<file path="config.mk">
export PLATFORM = sky130hd
export DESIGN_NAME = csc_config_start
export DESIGN_NICKNAME = d
export VERILOG_FILES = /design/src/csc_pkg.sv /design/src/csc_config_start.sv /design/src/csc_debounce.sv
export SDC_FILE = /design/constraint.sdc
export NUM_CORES = 1
export LEC_CHECK = 0
export ABC_AREA = 1
export BUFFER_PORTS_ARGS = -buffer_cell sky130_fd_sc_hd__clkbuf_2
export CORE_MARGIN = 1.5
export CORE_UTILIZATION = 47
export CTS_CLUSTER_DIAMETER = 120
export DETAILED_ROUTE_END_ITERATION = 16
export PLACE_DENSITY = 0.76
export SYNTH_ARGS = -nofsm -noshare
export SYNTH_HDL_FRONTEND = slang
export SYNTH_SLANG_ARGS = --single-unit
</file>
<file path="constraint.sdc">
create_clock -name clk -period 1.5 [get_ports clk]
set_input_delay 0 -clock clk [delete_from_list [all_inputs] [get_ports clk]]
set_output_delay 0 -clock clk [all_outputs]
set_load 0.05 [all_outputs]
</file>
<file path="src/csc_pkg.sv">
// Purpose: shared constants and types for the configuration start control
// Assumes: 200 MHz clock
// Notes:   long counts are overridable at the top level
package csc_pkg;
  localparam int unsigned CLK_MHZ        = 200;
  localparam int unsigned POR_FAST_MS    = 12;
  localparam int unsigned POR_SLOW_MS    = 100;
  localparam int unsigned POR_FAST_CYC   = POR_FAST_MS * CLK_MHZ * 1000;
  localparam int unsigned POR_SLOW_CYC   = POR_SLOW_MS * CLK_MHZ * 1000;
  localparam int unsigned DEB_NS         = 1000;
  localparam int unsigned DEB_CYC        = (DEB_NS * CLK_MHZ + 999) / 1000;
  localparam int unsigned POR_CNT_W      = 25;
  localparam int unsigned DEB_CNT_W      = 8;

  localparam logic [7:0] OFS_EVT_STATUS  = 8'h00;
  localparam logic [7:0] OFS_EVT_MASK    = 8'h04;
  localparam logic [7:0] OFS_STATE       = 8'h08;

  localparam int unsigned EVT_W          = 5;
  localparam int unsigned EVT_POR_DONE   = 0;
  localparam int unsigned EVT_CLEARED    = 1;
  localparam int unsigned EVT_STARTED    = 2;
  localparam int unsigned EVT_USER       = 3;
  localparam int unsigned EVT_ERROR      = 4;
  localparam logic [EVT_W-1:0] EVT_RESET = 5'h0_0;

  localparam int unsigned STATE_POS      = 0;
  localparam int unsigned SCHEME_POS     = 8;
  localparam int unsigned STRAP_POS      = 12;

  typedef enum logic [4:0] {
    CSC_POR    = 5'b0_0001,
    CSC_CLEAR  = 5'b0_0010,
    CSC_CONFIG = 5'b0_0100,
    CSC_USER   = 5'b0_1000,
    CSC_ERROR  = 5'b1_0000
  } csc_state_e;

  typedef struct packed {
    logic       por_fast;
    logic       pullup_off;
    logic [2:0] scheme;
  } csc_strap_s;

  localparam csc_strap_s STRAP_RESET = '{por_fast: 1'b0, pullup_off: 1'b0, scheme: 3'h0};
endpackage

</file>
<file path="src/csc_config_start.sv">
// Purpose: decides how and when configuration begins and restarts
// Assumes: straps static; status line is open drain with external pull-up
// Notes:   registers on a plain strobe port, read data one cycle later
//
// Overview of operation
// - strap high 12 ms, low 100 ms
// - pull-ups off when strap high, before user
// - scheme from three-bit scheme select strap
// - control low in user: clear, reset, hi-z
// - control back high starts new configuration
// - configure only while control high; jtag ignores
// - status low at power-up until delay ends
// - outside low on status during configuration: error state
`timescale 1ns/1ps
module csc_config_start
  import csc_pkg::*;
#(
  parameter int unsigned POR_FAST = csc_pkg::POR_FAST_CYC,
  parameter int unsigned POR_SLOW = csc_pkg::POR_SLOW_CYC,
  parameter int unsigned DEB      = csc_pkg::DEB_CYC
) (
  input  wire logic        clk,
  input  wire logic        srst,
  input  wire logic        por_fast_sel,
  input  wire logic        pullup_off_sel,
  input  wire logic [2:0]  scheme_select,
  input  wire logic        cfg_ctrl_n,
  input  wire logic        jtag_mode,
  input  wire logic        cfg_finish,
  input  wire logic        status_in,
  output logic             status_out,
  output logic             status_oe,
  output logic             cfg_enable,
  output logic             cfg_clear,
  output logic             io_hiz,
  output logic             pullup_en,
  output logic [2:0]       cfg_scheme,
  input  wire logic [7:0]  addr,
  input  wire logic [31:0] wr_data,
  input  wire logic        wr_en,
  input  wire logic        rd_en,
  output logic [31:0]      rd_data,
  output logic             irq
);
  import csc_pkg::*;

  csc_state_e           state;
  csc_state_e           next_state;
  logic [POR_CNT_W-1:0] por_cnt;
  logic [POR_CNT_W-1:0] next_por_cnt;
  logic [POR_CNT_W-1:0] por_last;
  csc_strap_s           strap;
  csc_strap_s           next_strap;
  logic                 ctrl_db;
  logic                 ctrl_ok;
  logic                 ext_low;
  logic [EVT_W-1:0]     evt_status;
  logic [EVT_W-1:0]     next_evt_status;
  logic [EVT_W-1:0]     evt_mask;
  logic [EVT_W-1:0]     next_evt_mask;
  logic [EVT_W-1:0]     evt;
  logic [31:0]          next_rd_data;

  csc_debounce #(
    .STABLE (DEB)
  ) u_ctrl_deb (
    .clk  (clk),
    .srst (srst),
    .din  (cfg_ctrl_n),
    .dout (ctrl_db)
  );

  // jtag programming does not look at the control line
  assign ctrl_ok  = ctrl_db | jtag_mode;
  assign por_last = strap.por_fast ? POR_CNT_W'(POR_FAST - 1)
                                   : POR_CNT_W'(POR_SLOW - 1);
  // only an outside driver can pull the line low while we release it
  assign ext_low  = !status_in && !status_oe;

  always_comb begin
    next_state   = state;
    next_por_cnt = por_cnt;
    next_strap   = strap;
    case (state)
      CSC_POR: begin
        next_strap.por_fast   = por_fast_sel;
        next_strap.pullup_off = pullup_off_sel;
        next_por_cnt          = por_cnt + 1'b1;
        if (por_cnt == por_last) begin
          next_por_cnt = '0;
          next_state   = ctrl_ok ? CSC_CONFIG : CSC_CLEAR;
          if (ctrl_ok) begin
            next_strap.scheme = scheme_select;
          end
        end
      end
      CSC_CLEAR: begin
        if (ctrl_ok) begin
          next_state        = CSC_CONFIG;
          next_strap.scheme = scheme_select;
        end
      end
      CSC_CONFIG: begin
        if (!ctrl_ok) begin
          next_state = CSC_CLEAR;
        end else if (ext_low) begin
          next_state = CSC_ERROR;
        end else if (cfg_finish) begin
          next_state = CSC_USER;
        end
      end
      CSC_USER: begin
        if (!ctrl_ok) begin
          next_state = CSC_CLEAR;
        end
      end
      CSC_ERROR: begin
        if (!ctrl_ok) begin
          next_state = CSC_CLEAR;
        end
      end
      default: begin
        next_state = CSC_POR;
      end
    endcase
  end

  always_ff @(posedge clk) begin
    if (srst) begin
      state   <= CSC_POR;
      por_cnt <= '0;
      strap   <= STRAP_RESET;
    end else begin
      state   <= next_state;
      por_cnt <= next_por_cnt;
      strap   <= next_strap;
    end
  end

  // status line held low through power-up, reset and error
  assign status_out = 1'b0;
  assign status_oe  = (state == CSC_POR) || (state == CSC_CLEAR) || (state == CSC_ERROR);
  assign cfg_enable = (state == CSC_CONFIG);
  assign cfg_clear  = (state == CSC_CLEAR);
  assign io_hiz     = (state != CSC_USER);
  // after user mode starts the design owns the pull-ups
  assign pullup_en  = (state != CSC_USER) && !strap.pullup_off;
  assign cfg_scheme = strap.scheme;

  always_comb begin
    evt                = '0;
    evt[EVT_POR_DONE]  = (state == CSC_POR) && (next_state != CSC_POR);
    evt[EVT_CLEARED]   = (state != CSC_CLEAR) && (next_state == CSC_CLEAR);
    evt[EVT_STARTED]   = (state != CSC_CONFIG) && (next_state == CSC_CONFIG);
    evt[EVT_USER]      = (state != CSC_USER) && (next_state == CSC_USER);
    evt[EVT_ERROR]     = (state != CSC_ERROR) && (next_state == CSC_ERROR);
  end

  always_comb begin
    next_evt_status = evt_status;
    next_evt_mask   = evt_mask;
    next_rd_data    = '0;
    if (wr_en && addr == OFS_EVT_STATUS) begin
      next_evt_status = evt_status & ~wr_data[EVT_W-1:0];
    end
    // a new event in the clearing cycle survives
    next_evt_status = next_evt_status | evt;
    if (wr_en && addr == OFS_EVT_MASK) begin
      next_evt_mask = wr_data[EVT_W-1:0];
    end
    if (rd_en) begin
      case (addr)
        OFS_EVT_STATUS: next_rd_data[EVT_W-1:0] = evt_status;
        OFS_EVT_MASK:   next_rd_data[EVT_W-1:0] = evt_mask;
        OFS_STATE: begin
          next_rd_data[STATE_POS+:5]  = state;
          next_rd_data[SCHEME_POS+:3] = strap.scheme;
          next_rd_data[STRAP_POS]     = strap.por_fast;
          next_rd_data[STRAP_POS+1]   = strap.pullup_off;
          next_rd_data[STRAP_POS+2]   = ctrl_db;
        end
        default:        next_rd_data = '0;
      endcase
    end
  end

  always_ff @(posedge clk) begin
    if (srst) begin
      evt_status <= EVT_RESET;
      evt_mask   <= EVT_RESET;
      rd_data    <= '0;
    end else begin
      evt_status <= next_evt_status;
      evt_mask   <= next_evt_mask;
      rd_data    <= next_rd_data;
    end
  end

  assign irq = |(evt_status & evt_mask);

  property p_por_len;
    @(posedge clk) disable iff (srst)
      (state == CSC_POR && next_state != CSC_POR) |-> (por_cnt == (strap.por_fast ? POR_FAST - 1 : POR_SLOW - 1));
  endproperty
  a_por_len: assert property (p_por_len) else $error("power-up delay wrong length");

  property p_pullup;
    @(posedge clk) disable iff (srst)
      (state == CSC_CONFIG) |-> (pullup_en == !pullup_off_sel);
  endproperty
  a_pullup: assert property (p_pullup) else $error("pull-up enable wrong");

  property p_scheme;
    @(posedge clk) disable iff (srst)
      (evt[EVT_STARTED]) |=> (cfg_scheme == $past(scheme_select));
  endproperty
  a_scheme: assert property (p_scheme) else $error("scheme not captured");

  property p_user_clear;
    @(posedge clk) disable iff (srst)
      (state == CSC_USER && !ctrl_db && !jtag_mode) |=> (cfg_clear && io_hiz && status_oe);
  endproperty
  a_user_clear: assert property (p_user_clear) else $error("user mode not cleared");

  property p_restart;
    @(posedge clk) disable iff (srst)
      (state == CSC_CLEAR && ctrl_db) |=> cfg_enable;
  endproperty
  a_restart: assert property (p_restart) else $error("no restart after control high");

  property p_cfg_needs_ctrl;
    @(posedge clk) disable iff (srst)
      cfg_enable |-> $past(ctrl_db || jtag_mode);
  endproperty
  a_cfg_needs_ctrl: assert property (p_cfg_needs_ctrl) else $error("configuring with control low");

  property p_por_status;
    @(posedge clk) disable iff (srst)
      (state == CSC_POR) |-> (status_oe && !status_out && !cfg_enable);
  endproperty
  a_por_status: assert property (p_por_status) else $error("status released during power-up");

  property p_error;
    @(posedge clk) disable iff (srst)
      (cfg_enable && ctrl_ok && !status_in) |=> (state == CSC_ERROR) ##1 status_oe;
  endproperty
  a_error: assert property (p_error) else $error("outside low not seen as error");

  property p_debounce;
    @(posedge clk) disable iff (srst)
      $fell(ctrl_db) |-> $past(cfg_ctrl_n, 3) == 1'b0;
  endproperty
  a_debounce: assert property (p_debounce) else $error("control acted on without filter");

  property p_irq;
    @(posedge clk) disable iff (srst)
      $rose(evt_status[EVT_ERROR]) && evt_mask[EVT_ERROR] |-> irq;
  endproperty
  a_irq: assert property (p_irq) else $error("masked-in event without interrupt");

  property p_clear_pins;
    @(posedge clk) disable iff (srst)
      cfg_clear |-> (io_hiz && status_oe && !cfg_enable);
  endproperty
  a_clear_pins: assert property (p_clear_pins) else $error("clear state leaves pins driven");

  property p_error_hold;
    @(posedge clk) disable iff (srst)
      (state == CSC_ERROR && ctrl_ok) |=> (state == CSC_ERROR);
  endproperty
  a_error_hold: assert property (p_error_hold) else $error("error left without control low");

  property p_jtag_keep;
    @(posedge clk) disable iff (srst)
      (cfg_enable && jtag_mode) |=> (state == CSC_CONFIG || state == CSC_USER || state == CSC_ERROR);
  endproperty
  a_jtag_keep: assert property (p_jtag_keep) else $error("control line acted on in jtag mode");

  property p_user_pins;
    @(posedge clk) disable iff (srst)
      (state == CSC_USER) |-> (!pullup_en && !io_hiz && !status_oe);
  endproperty
  a_user_pins: assert property (p_user_pins) else $error("pins not handed over in user mode");

  property p_scheme_hold;
    @(posedge clk) disable iff (srst)
      (state != CSC_POR && !evt[EVT_STARTED]) |=> $stable(cfg_scheme);
  endproperty
  a_scheme_hold: assert property (p_scheme_hold) else $error("scheme changed outside capture");

  // a clear written in the event cycle must not lose the event
  property p_evt_sticky;
    @(posedge clk) disable iff (srst)
      evt[EVT_ERROR] |=> evt_status[EVT_ERROR];
  endproperty
  a_evt_sticky: assert property (p_evt_sticky) else $error("error event not latched");

  property p_rd_idle;
    @(posedge clk) disable iff (srst)
      !rd_en |=> (rd_data == '0);
  endproperty
  a_rd_idle: assert property (p_rd_idle) else $error("read data without read strobe");

  c_user: cover property (@(posedge clk) disable iff (srst) evt[EVT_USER]);
  c_reconfig: cover property (@(posedge clk) disable iff (srst) state == CSC_CLEAR ##1 state == CSC_CONFIG);
  c_error: cover property (@(posedge clk) disable iff (srst) evt[EVT_ERROR]);
  c_jtag: cover property (@(posedge clk) disable iff (srst) cfg_enable && jtag_mode && !ctrl_db);
endmodule // csc_config_start

</file>
<file path="src/csc_debounce.sv">
// Purpose: two-stage synchroniser plus stability filter for one level
// Assumes: level changes slower than the filter window
// Notes:   output follows only after the input holds for STABLE cycles
`timescale 1ns/1ps
module csc_debounce #(
  parameter int unsigned STABLE = csc_pkg::DEB_CYC
) (
  input  wire logic clk,
  input  wire logic srst,
  input  wire logic din,
  output logic      dout
);
  import csc_pkg::*;

  logic                 sync_a;
  logic                 sync_b;
  logic [DEB_CNT_W-1:0] cnt;
  logic [DEB_CNT_W-1:0] next_cnt;
  logic                 next_dout;

  localparam logic [DEB_CNT_W-1:0] LAST = DEB_CNT_W'(STABLE - 1);

  always_comb begin
    next_cnt  = '0;
    next_dout = dout;
    if (sync_b != dout) begin
      next_cnt = cnt + 1'b1;
      if (cnt == LAST) begin
        next_dout = sync_b;
        next_cnt  = '0;
      end
    end
  end

  // resets high: a released control line is the idle level
  always_ff @(posedge clk) begin
    if (srst) begin
      sync_a <= 1'b1;
      sync_b <= 1'b1;
      cnt    <= '0;
      dout   <= 1'b1;
    end else begin
      sync_a <= din;
      sync_b <= sync_a;
      cnt    <= next_cnt;
      dout   <= next_dout;
    end
  end
endmodule // csc_debounce

</file>
# After elaboration in Yosys (flattened, before gate mapping)
# Cells that the tools add are included.
# totals
ff_bits	88
inputBits	53
output_inout_bits	42
word_cells	82
# classes
add_sub_neg	2
n_eq_ne	20
n_mux	15
bitwise	8
n_reduce_logical	23
# op_table
cell	n
$mux 25	2
$mux 5	7
$add 25x1->25 const B	1
$eq 25x25->1	1
$pmux 5 s4	1
$pmux 5 s3	1
$and 5x5->5	2
$eq 5x2->1 const B	2
$eq 5x3->1 const B	2
$eq 5x4->1 const B	2
$eq 5x5->1 const B	2
$logic_and 1x1->1	9
$mux 3	3
$add 8x1->8 const B	1
$eq 8x3->1 const B	1
$eq 8x4->1 const B	1
$eq 8x8->1 const B	1
$logic_not 8->1	1
$pmux 3 s2	1
$reduce_or 3->1	2
$eq 5x1->1 const B	1
$ne 5x1->1 const B	1
$ne 5x2->1 const B	1
$ne 5x3->1 const B	1
14 further kinds	21

# Longest topological paths before layout
# logic_depth
depth_word	11
mapped_depth	11
depth_no_buf	11

# Cells and area by module
# Synthesis repeated with hierarchy kept, for this count alone.
# unflattened
cells_unflattened	570
area_unflattened_um2	3788.6
# by_module_without_submodules
module	instances	cells_each	area_per_inst_um2	seq_area_each_um2
csc_config_start	1	489	3216.8	1121.1
csc_debounce	1	81	571.8	220.2

# Worst setup path after synthesis
# Ideal clock, no wire load.
# synth_path
kind	reg2reg
start	register state[1]
end	register evt_status[1]
setup_ps	59
arrival_ps	1671
t_required_ps	1441
slack_ps	-230
path_stages_with_launch	10
synth_period_minus_slack_ps	1730
path_cell_list	dfxtp_1 -> nor2_1 -> nand4_1 -> nand2_1 -> inv_1 -> nand2_1 -> nand2_1 -> nand2_1 -> nand3_1 -> nand2_1
# synth_via
elab_chain_cells	11
# synth_lines
item	line_no	text
from (decl)	csc_config_start.sv:47	csc_state_e state;
from (signal assigned)	csc_config_start.sv:134	state <= next_state;
$eq 5x1->1 / $eq 5x2->1 (equally long branches)	csc_config_start.sv:84, csc_config_start.sv:142	
$logic_or 1x1->1 (2 in series)	csc_config_start.sv:142	assign status_oe = (state == CSC_POR) || (state == CSC_CLEAR) || (state == CSC_ERROR);
$logic_not 1->1	csc_config_start.sv:78	assign ext_low = !status_in && !status_oe;
$logic_and 1x1->1	csc_config_start.sv:78	
$mux 5	csc_config_start.sv:106	end else if (ext_low) begin
$mux 5	csc_config_start.sv:104	if (!ctrl_ok) begin
$pmux 5 s4	csc_config_start.sv:84	case (state)
$eq 5x2->1	csc_config_start.sv:153	evt[EVT_CLEARED] = (state != CSC_CLEAR) && (next_state == CSC_CLEAR);
$logic_and 1x1->1 (*)	csc_config_start.sv:153	
$or 5x5->5 (*)	csc_config_start.sv:167	next_evt_status = next_evt_status | evt;
to (signal assigned)	csc_config_start.sv:193	evt_status <= next_evt_status;
to (decl)	csc_config_start.sv:57	logic [EVT_W-1:0] evt_status;
# Every way passes the cells marked *; elsewhere a longest branch is shown, timed or not.
# A chain may end at the register's enable or synchronous reset.

# Worst setup path in the final report
# layout_path
start	register por_cnt[0]
end	register por_cnt[22]
# layout_via
elab_chain_cells	2
# layout_lines
item	line_no	text
from (decl)	csc_config_start.sv:49	logic [POR_CNT_W-1:0] por_cnt;
from (signal assigned)	csc_config_start.sv:135	por_cnt <= next_por_cnt;
$add 25x1->25 / $eq 25x25->1 (equally long branches)	csc_config_start.sv:88, csc_config_start.sv:89	
$mux 25 (*)	csc_config_start.sv:89	if (por_cnt == por_last) begin
# Marks and branches as above.

==> impl_metrics.env <==
export IMPL_seq_area_mm2=0.001364
export IMPL_grt_busiest_layer="met2"
export IMPL_dp_slack_ns=-0.05625
export IMPL_rows=31
export IMPL_power_uw=4221
export IMPL_ctsHtreeMaxLevel=3
export IMPL_yosys_warnings=0
export IMPL_multi_input_area_mm2=0.001917
export IMPL_p_per_area_mw_per_mm2=944.8
export IMPL_nets=606
export IMPL_cts_tree="yes"
export IMPL_diodes=0
export IMPL_leakage_uw=0.001922
export IMPL_cts_root_buf="clkbuf_8"
export IMPL_drive_above_1_share=0.3058
export IMPL_hpwl_um=5698
export IMPL_place_inst=621
export IMPL_synth_edf_count=0
export IMPL_worstSetupStartpoint="por_cnt[0]$_SDFFE_PP0P_"
export IMPL_r2r_setup_slack_ns=-0.01
export IMPL_dr_pass1_iters=4
export IMPL_crit_fanout=3
export IMPL_outcome="complete, but fails checks"
export IMPL_die_h_um=88.75
export IMPL_arrival_ns=1.74
export IMPL_worstPathCellList="ha_4 -> nand2_4 -> nor2_4 -> buf_6 -> nand3_4 -> nor2_4 -> nand3_1 -> xor2_1 -> nor2_1"
export IMPL_totalWireLength_um=8430
export IMPL_ioPinCount=95
export IMPL_worst_setup_path_type="reg -> reg"
export IMPL_dieWidth_um=88.75
export IMPL_cpMostUsedCell="nor2_4"
export IMPL_rr_worst_depth=9
export IMPL_clk_path_buf_depth=2
export IMPL_finalSetupViolations=3
export IMPL_ant_nets=0
export IMPL_hold_viol=0
export IMPL_max_cap_violations=0
export IMPL_min_period_ns=1.512
export IMPL_drc=0
export IMPL_skew_ns=0.007963
export IMPL_grt_use_total=0.2148
export IMPL_clock_sinks=67
export IMPL_grt_pass1_wl_um=13160
export IMPL_async_reset_ff_frac=0
export IMPL_cp_start_kind="flop"
export IMPL_rsz0062_at_grt="yes"
export IMPL_drt_first_iter_violations=158
export IMPL_num_vias=3266
export IMPL_fillers=585
export IMPL_seq_area_frac_synth=0.3881
export IMPL_clk_latency_ns=0.34
export IMPL_core_area_mm2=0.007176
export IMPL_grt_pass1_vias=3064
export IMPL_period_share=1.008
export IMPL_crit_end="por_cnt[22]$_SDFFE_PP0P_"
export IMPL_grt_max_degree=19
export IMPL_syn_cell_area_mm2=0.003456
export IMPL_wl_per_cell_um=12.87
export IMPL_start_util=0.4816
export IMPL_rr_startpoint="por_cnt[0]$_SDFFE_PP0P_"
export IMPL_max_stage_delay_ns=0.36
export IMPL_ys_ff_latch=67
export IMPL_hp_class="in -> reg"
export IMPL_grt_util_met3=0.06063
export IMPL_met2_usage=0.3636
export IMPL_gp_congestion=0.9156
export IMPL_die_area_mm2=0.007877
export IMPL_synthFlopType="dfxtp_1"
export IMPL_irDropWorstVdd_mv=0.4356
export IMPL_io_buffers=45
export IMPL_max_freq_mhz=661.5
export IMPL_instances_no_fill=655
export IMPL_netlist_instances=469
export IMPL_cp_required_ns=1.73
export IMPL_syn_avg_cell_area_um2=7.368
export IMPL_end_kind="flop"
export IMPL_grt_overflow_total=0
export IMPL_grtUsageMet1=0.2533
export IMPL_vias_per_cell=4.986
export IMPL_ys_types=42
export IMPL_violations="setup timing"
export IMPL_final_setup_worst_slack_ns=-0.01174
export IMPL_antenna_found_initial=0
export IMPL_crit_path_top_delay_cell="dfxtp_2"
export IMPL_cts_buffers=9
export IMPL_clk_pin_slew_worst_paths_ns=0.08
export IMPL_area_delta_synth_final_pct=29.29
export IMPL_rr_endpoint="por_cnt[22]$_SDFFE_PP0P_"
export IMPL_drv_slew=0
per-layer routing:
metal,up-vias,routed length (um)
met4,0,238
met1,1500,3543
met3,25,482
met5,-,0
met2,127,4165
li1,1614,-
stage by stage:
stage	hold WS [ns]	utilization	cell area [um2]	setup TNS [ns]
detailed placement	0.1899	0.5355	3842	-0.1941
floorplan	0.1038	-	3543	-0.7216
global route	0.1006	0.6227	4468	-1.485
CTS	0.04550	0.5979	4290	-0.005175
finish	0.05936	0.6227	4468	-0.02219
global placement	0.1849	0.5355	3842	-0.004849
worst min path at each step:
| stage | from | end | slack (ns) | cells past startpoint |
|---|---|---|---|---|
| 4_1_cts | cfg_finish | state[4]$_SDFF_PP0_ | 0.05 | 4 |
| 2_1_floorplan | cfg_ctrl_n | u_ctrl_deb.sync_a$_SDFF_PP1_ | 0.10 | 1 |
| 3_5_place_dp | cfg_ctrl_n | u_ctrl_deb.sync_a$_SDFF_PP1_ | 0.19 | 2 |
| 6_report | cfg_finish | state[4]$_SDFF_PP0_ | 0.06 | 4 |
| 5_1_grt | addr[3] | rd_data[0]$_SDFF_PP0_ | 0.10 | 6 |
| 3_3_place_gp | cfg_ctrl_n | u_ctrl_deb.sync_a$_SDFF_PP1_ | 0.18 | 2 |
critical path, delay by kind of cell (launching register included):
kind / cells / cell delay, ns
AND/OR/NAND/NOR: 6 / 0.60
flip-flops: 1 / 0.36
adder cells (fa/ha/maj): 1 / 0.15
XOR/XNOR: 1 / 0.15
buffers and inverters: 1 / 0.12
flip-flops by register name (all words and copies together), names as in the netlist, 2 cells and up:
signal	count
rd_data	11
evt_mask	5
cfg_scheme	3
evt_status	5
strap	2
u_ctrl_deb.cnt	8
state	5
por_cnt	25
where the power goes:
group	switching [uW]	internal (uW)	total (uW)
Clock	730	981	1710
Combinational	432	211	643
Sequential	40.5	1830	1870
placed cells by master (no fill, tap or decap), types with 5 or more instances in the layout:
master and instances:
nand3_2 5, nor2_2 14, dfxtp_1 51, o21ai_0 12, clkbuf_2 43, nand2_1 76, buf_4 19, inv_2 6
nand4_1 6, dfxtp_2 15, nor2_1 62, nand2_2 8, a21oi_1 21, nor3_2 6, xor2_1 20, conb_1 22
dlygate4sd3_1 14, nand3_1 25, clkbuf_8 10, nor2_4 8, inv_1 53
cell usage after synthesis, types with 2 or more instances:
cell type,count,share of area
nand2_1,80,0.087
nor2_1,73,0.079
dfxtp_1,67,0.39
inv_1,57,0.062
buf_4,27,0.059
nand3_1,27,0.039
a21oi_1,21,0.030
xor2_1,20,0.051
o21ai_0,12,0.017
nor2_2,8,0.014
nor3_1,8,0.012
nand2_2,6,0.011
nand4_1,6,0.011
nand3_2,5,0.014
nor3_2,4,0.012
o211ai_1,4,0.0087
clkbuf_1,3,0.0033
nand3b_1,3,0.0065
nor2_4,3,0.0098
nor4_1,3,0.0054
or2_2,3,0.0054
xnor2_1,3,0.0076
ha_1,2,0.0072
inv_2,2,0.0022
nand2_4,2,0.0065
nor3b_1,2,0.0043
o21ai_1,2,0.0029
o221ai_1,2,0.0051
logic make-up (layout without fill, tap and decap cells):
group / after synthesis / after routing / synth area share
buf+inv: 92 / 158 / 0.1325
xor+xnor: 23 / 23 / 0.05829
other cells: 1 / 22 / 0.001085
simple gates: 237 / 237 / 0.3342
fa+ha+maj: 2 / 2 / 0.007240
flops: 67 / 67 / 0.3881
compound gates: 47 / 47 / 0.07857
repair_timing:
action | 4_1_cts | 5_1_grt
hold endpoints to repair | 18 | 0
endpoints found under the setup margin | 17 | 35
pin swaps | 5 | 19
resized for setup | 17 | 47
buffers inserted | 1 | 2
hold buffers | 14 | 0
cloned | 0 | 1
area by class of cell:
| cell class | instances | share of cell area |
|---|---|---|
| clock buffer | 10 | 0.03080 |
| multi-input combinational | 331 | 0.4290 |
| inverter | 60 | 0.05097 |
| tap | 99 | 0.02772 |
| timing repair buffer | 82 | 0.1364 |
| sequential | 67 | 0.3052 |
| clock inverter | 6 | 0.01988 |
Power figures use the tool's default switching activity.
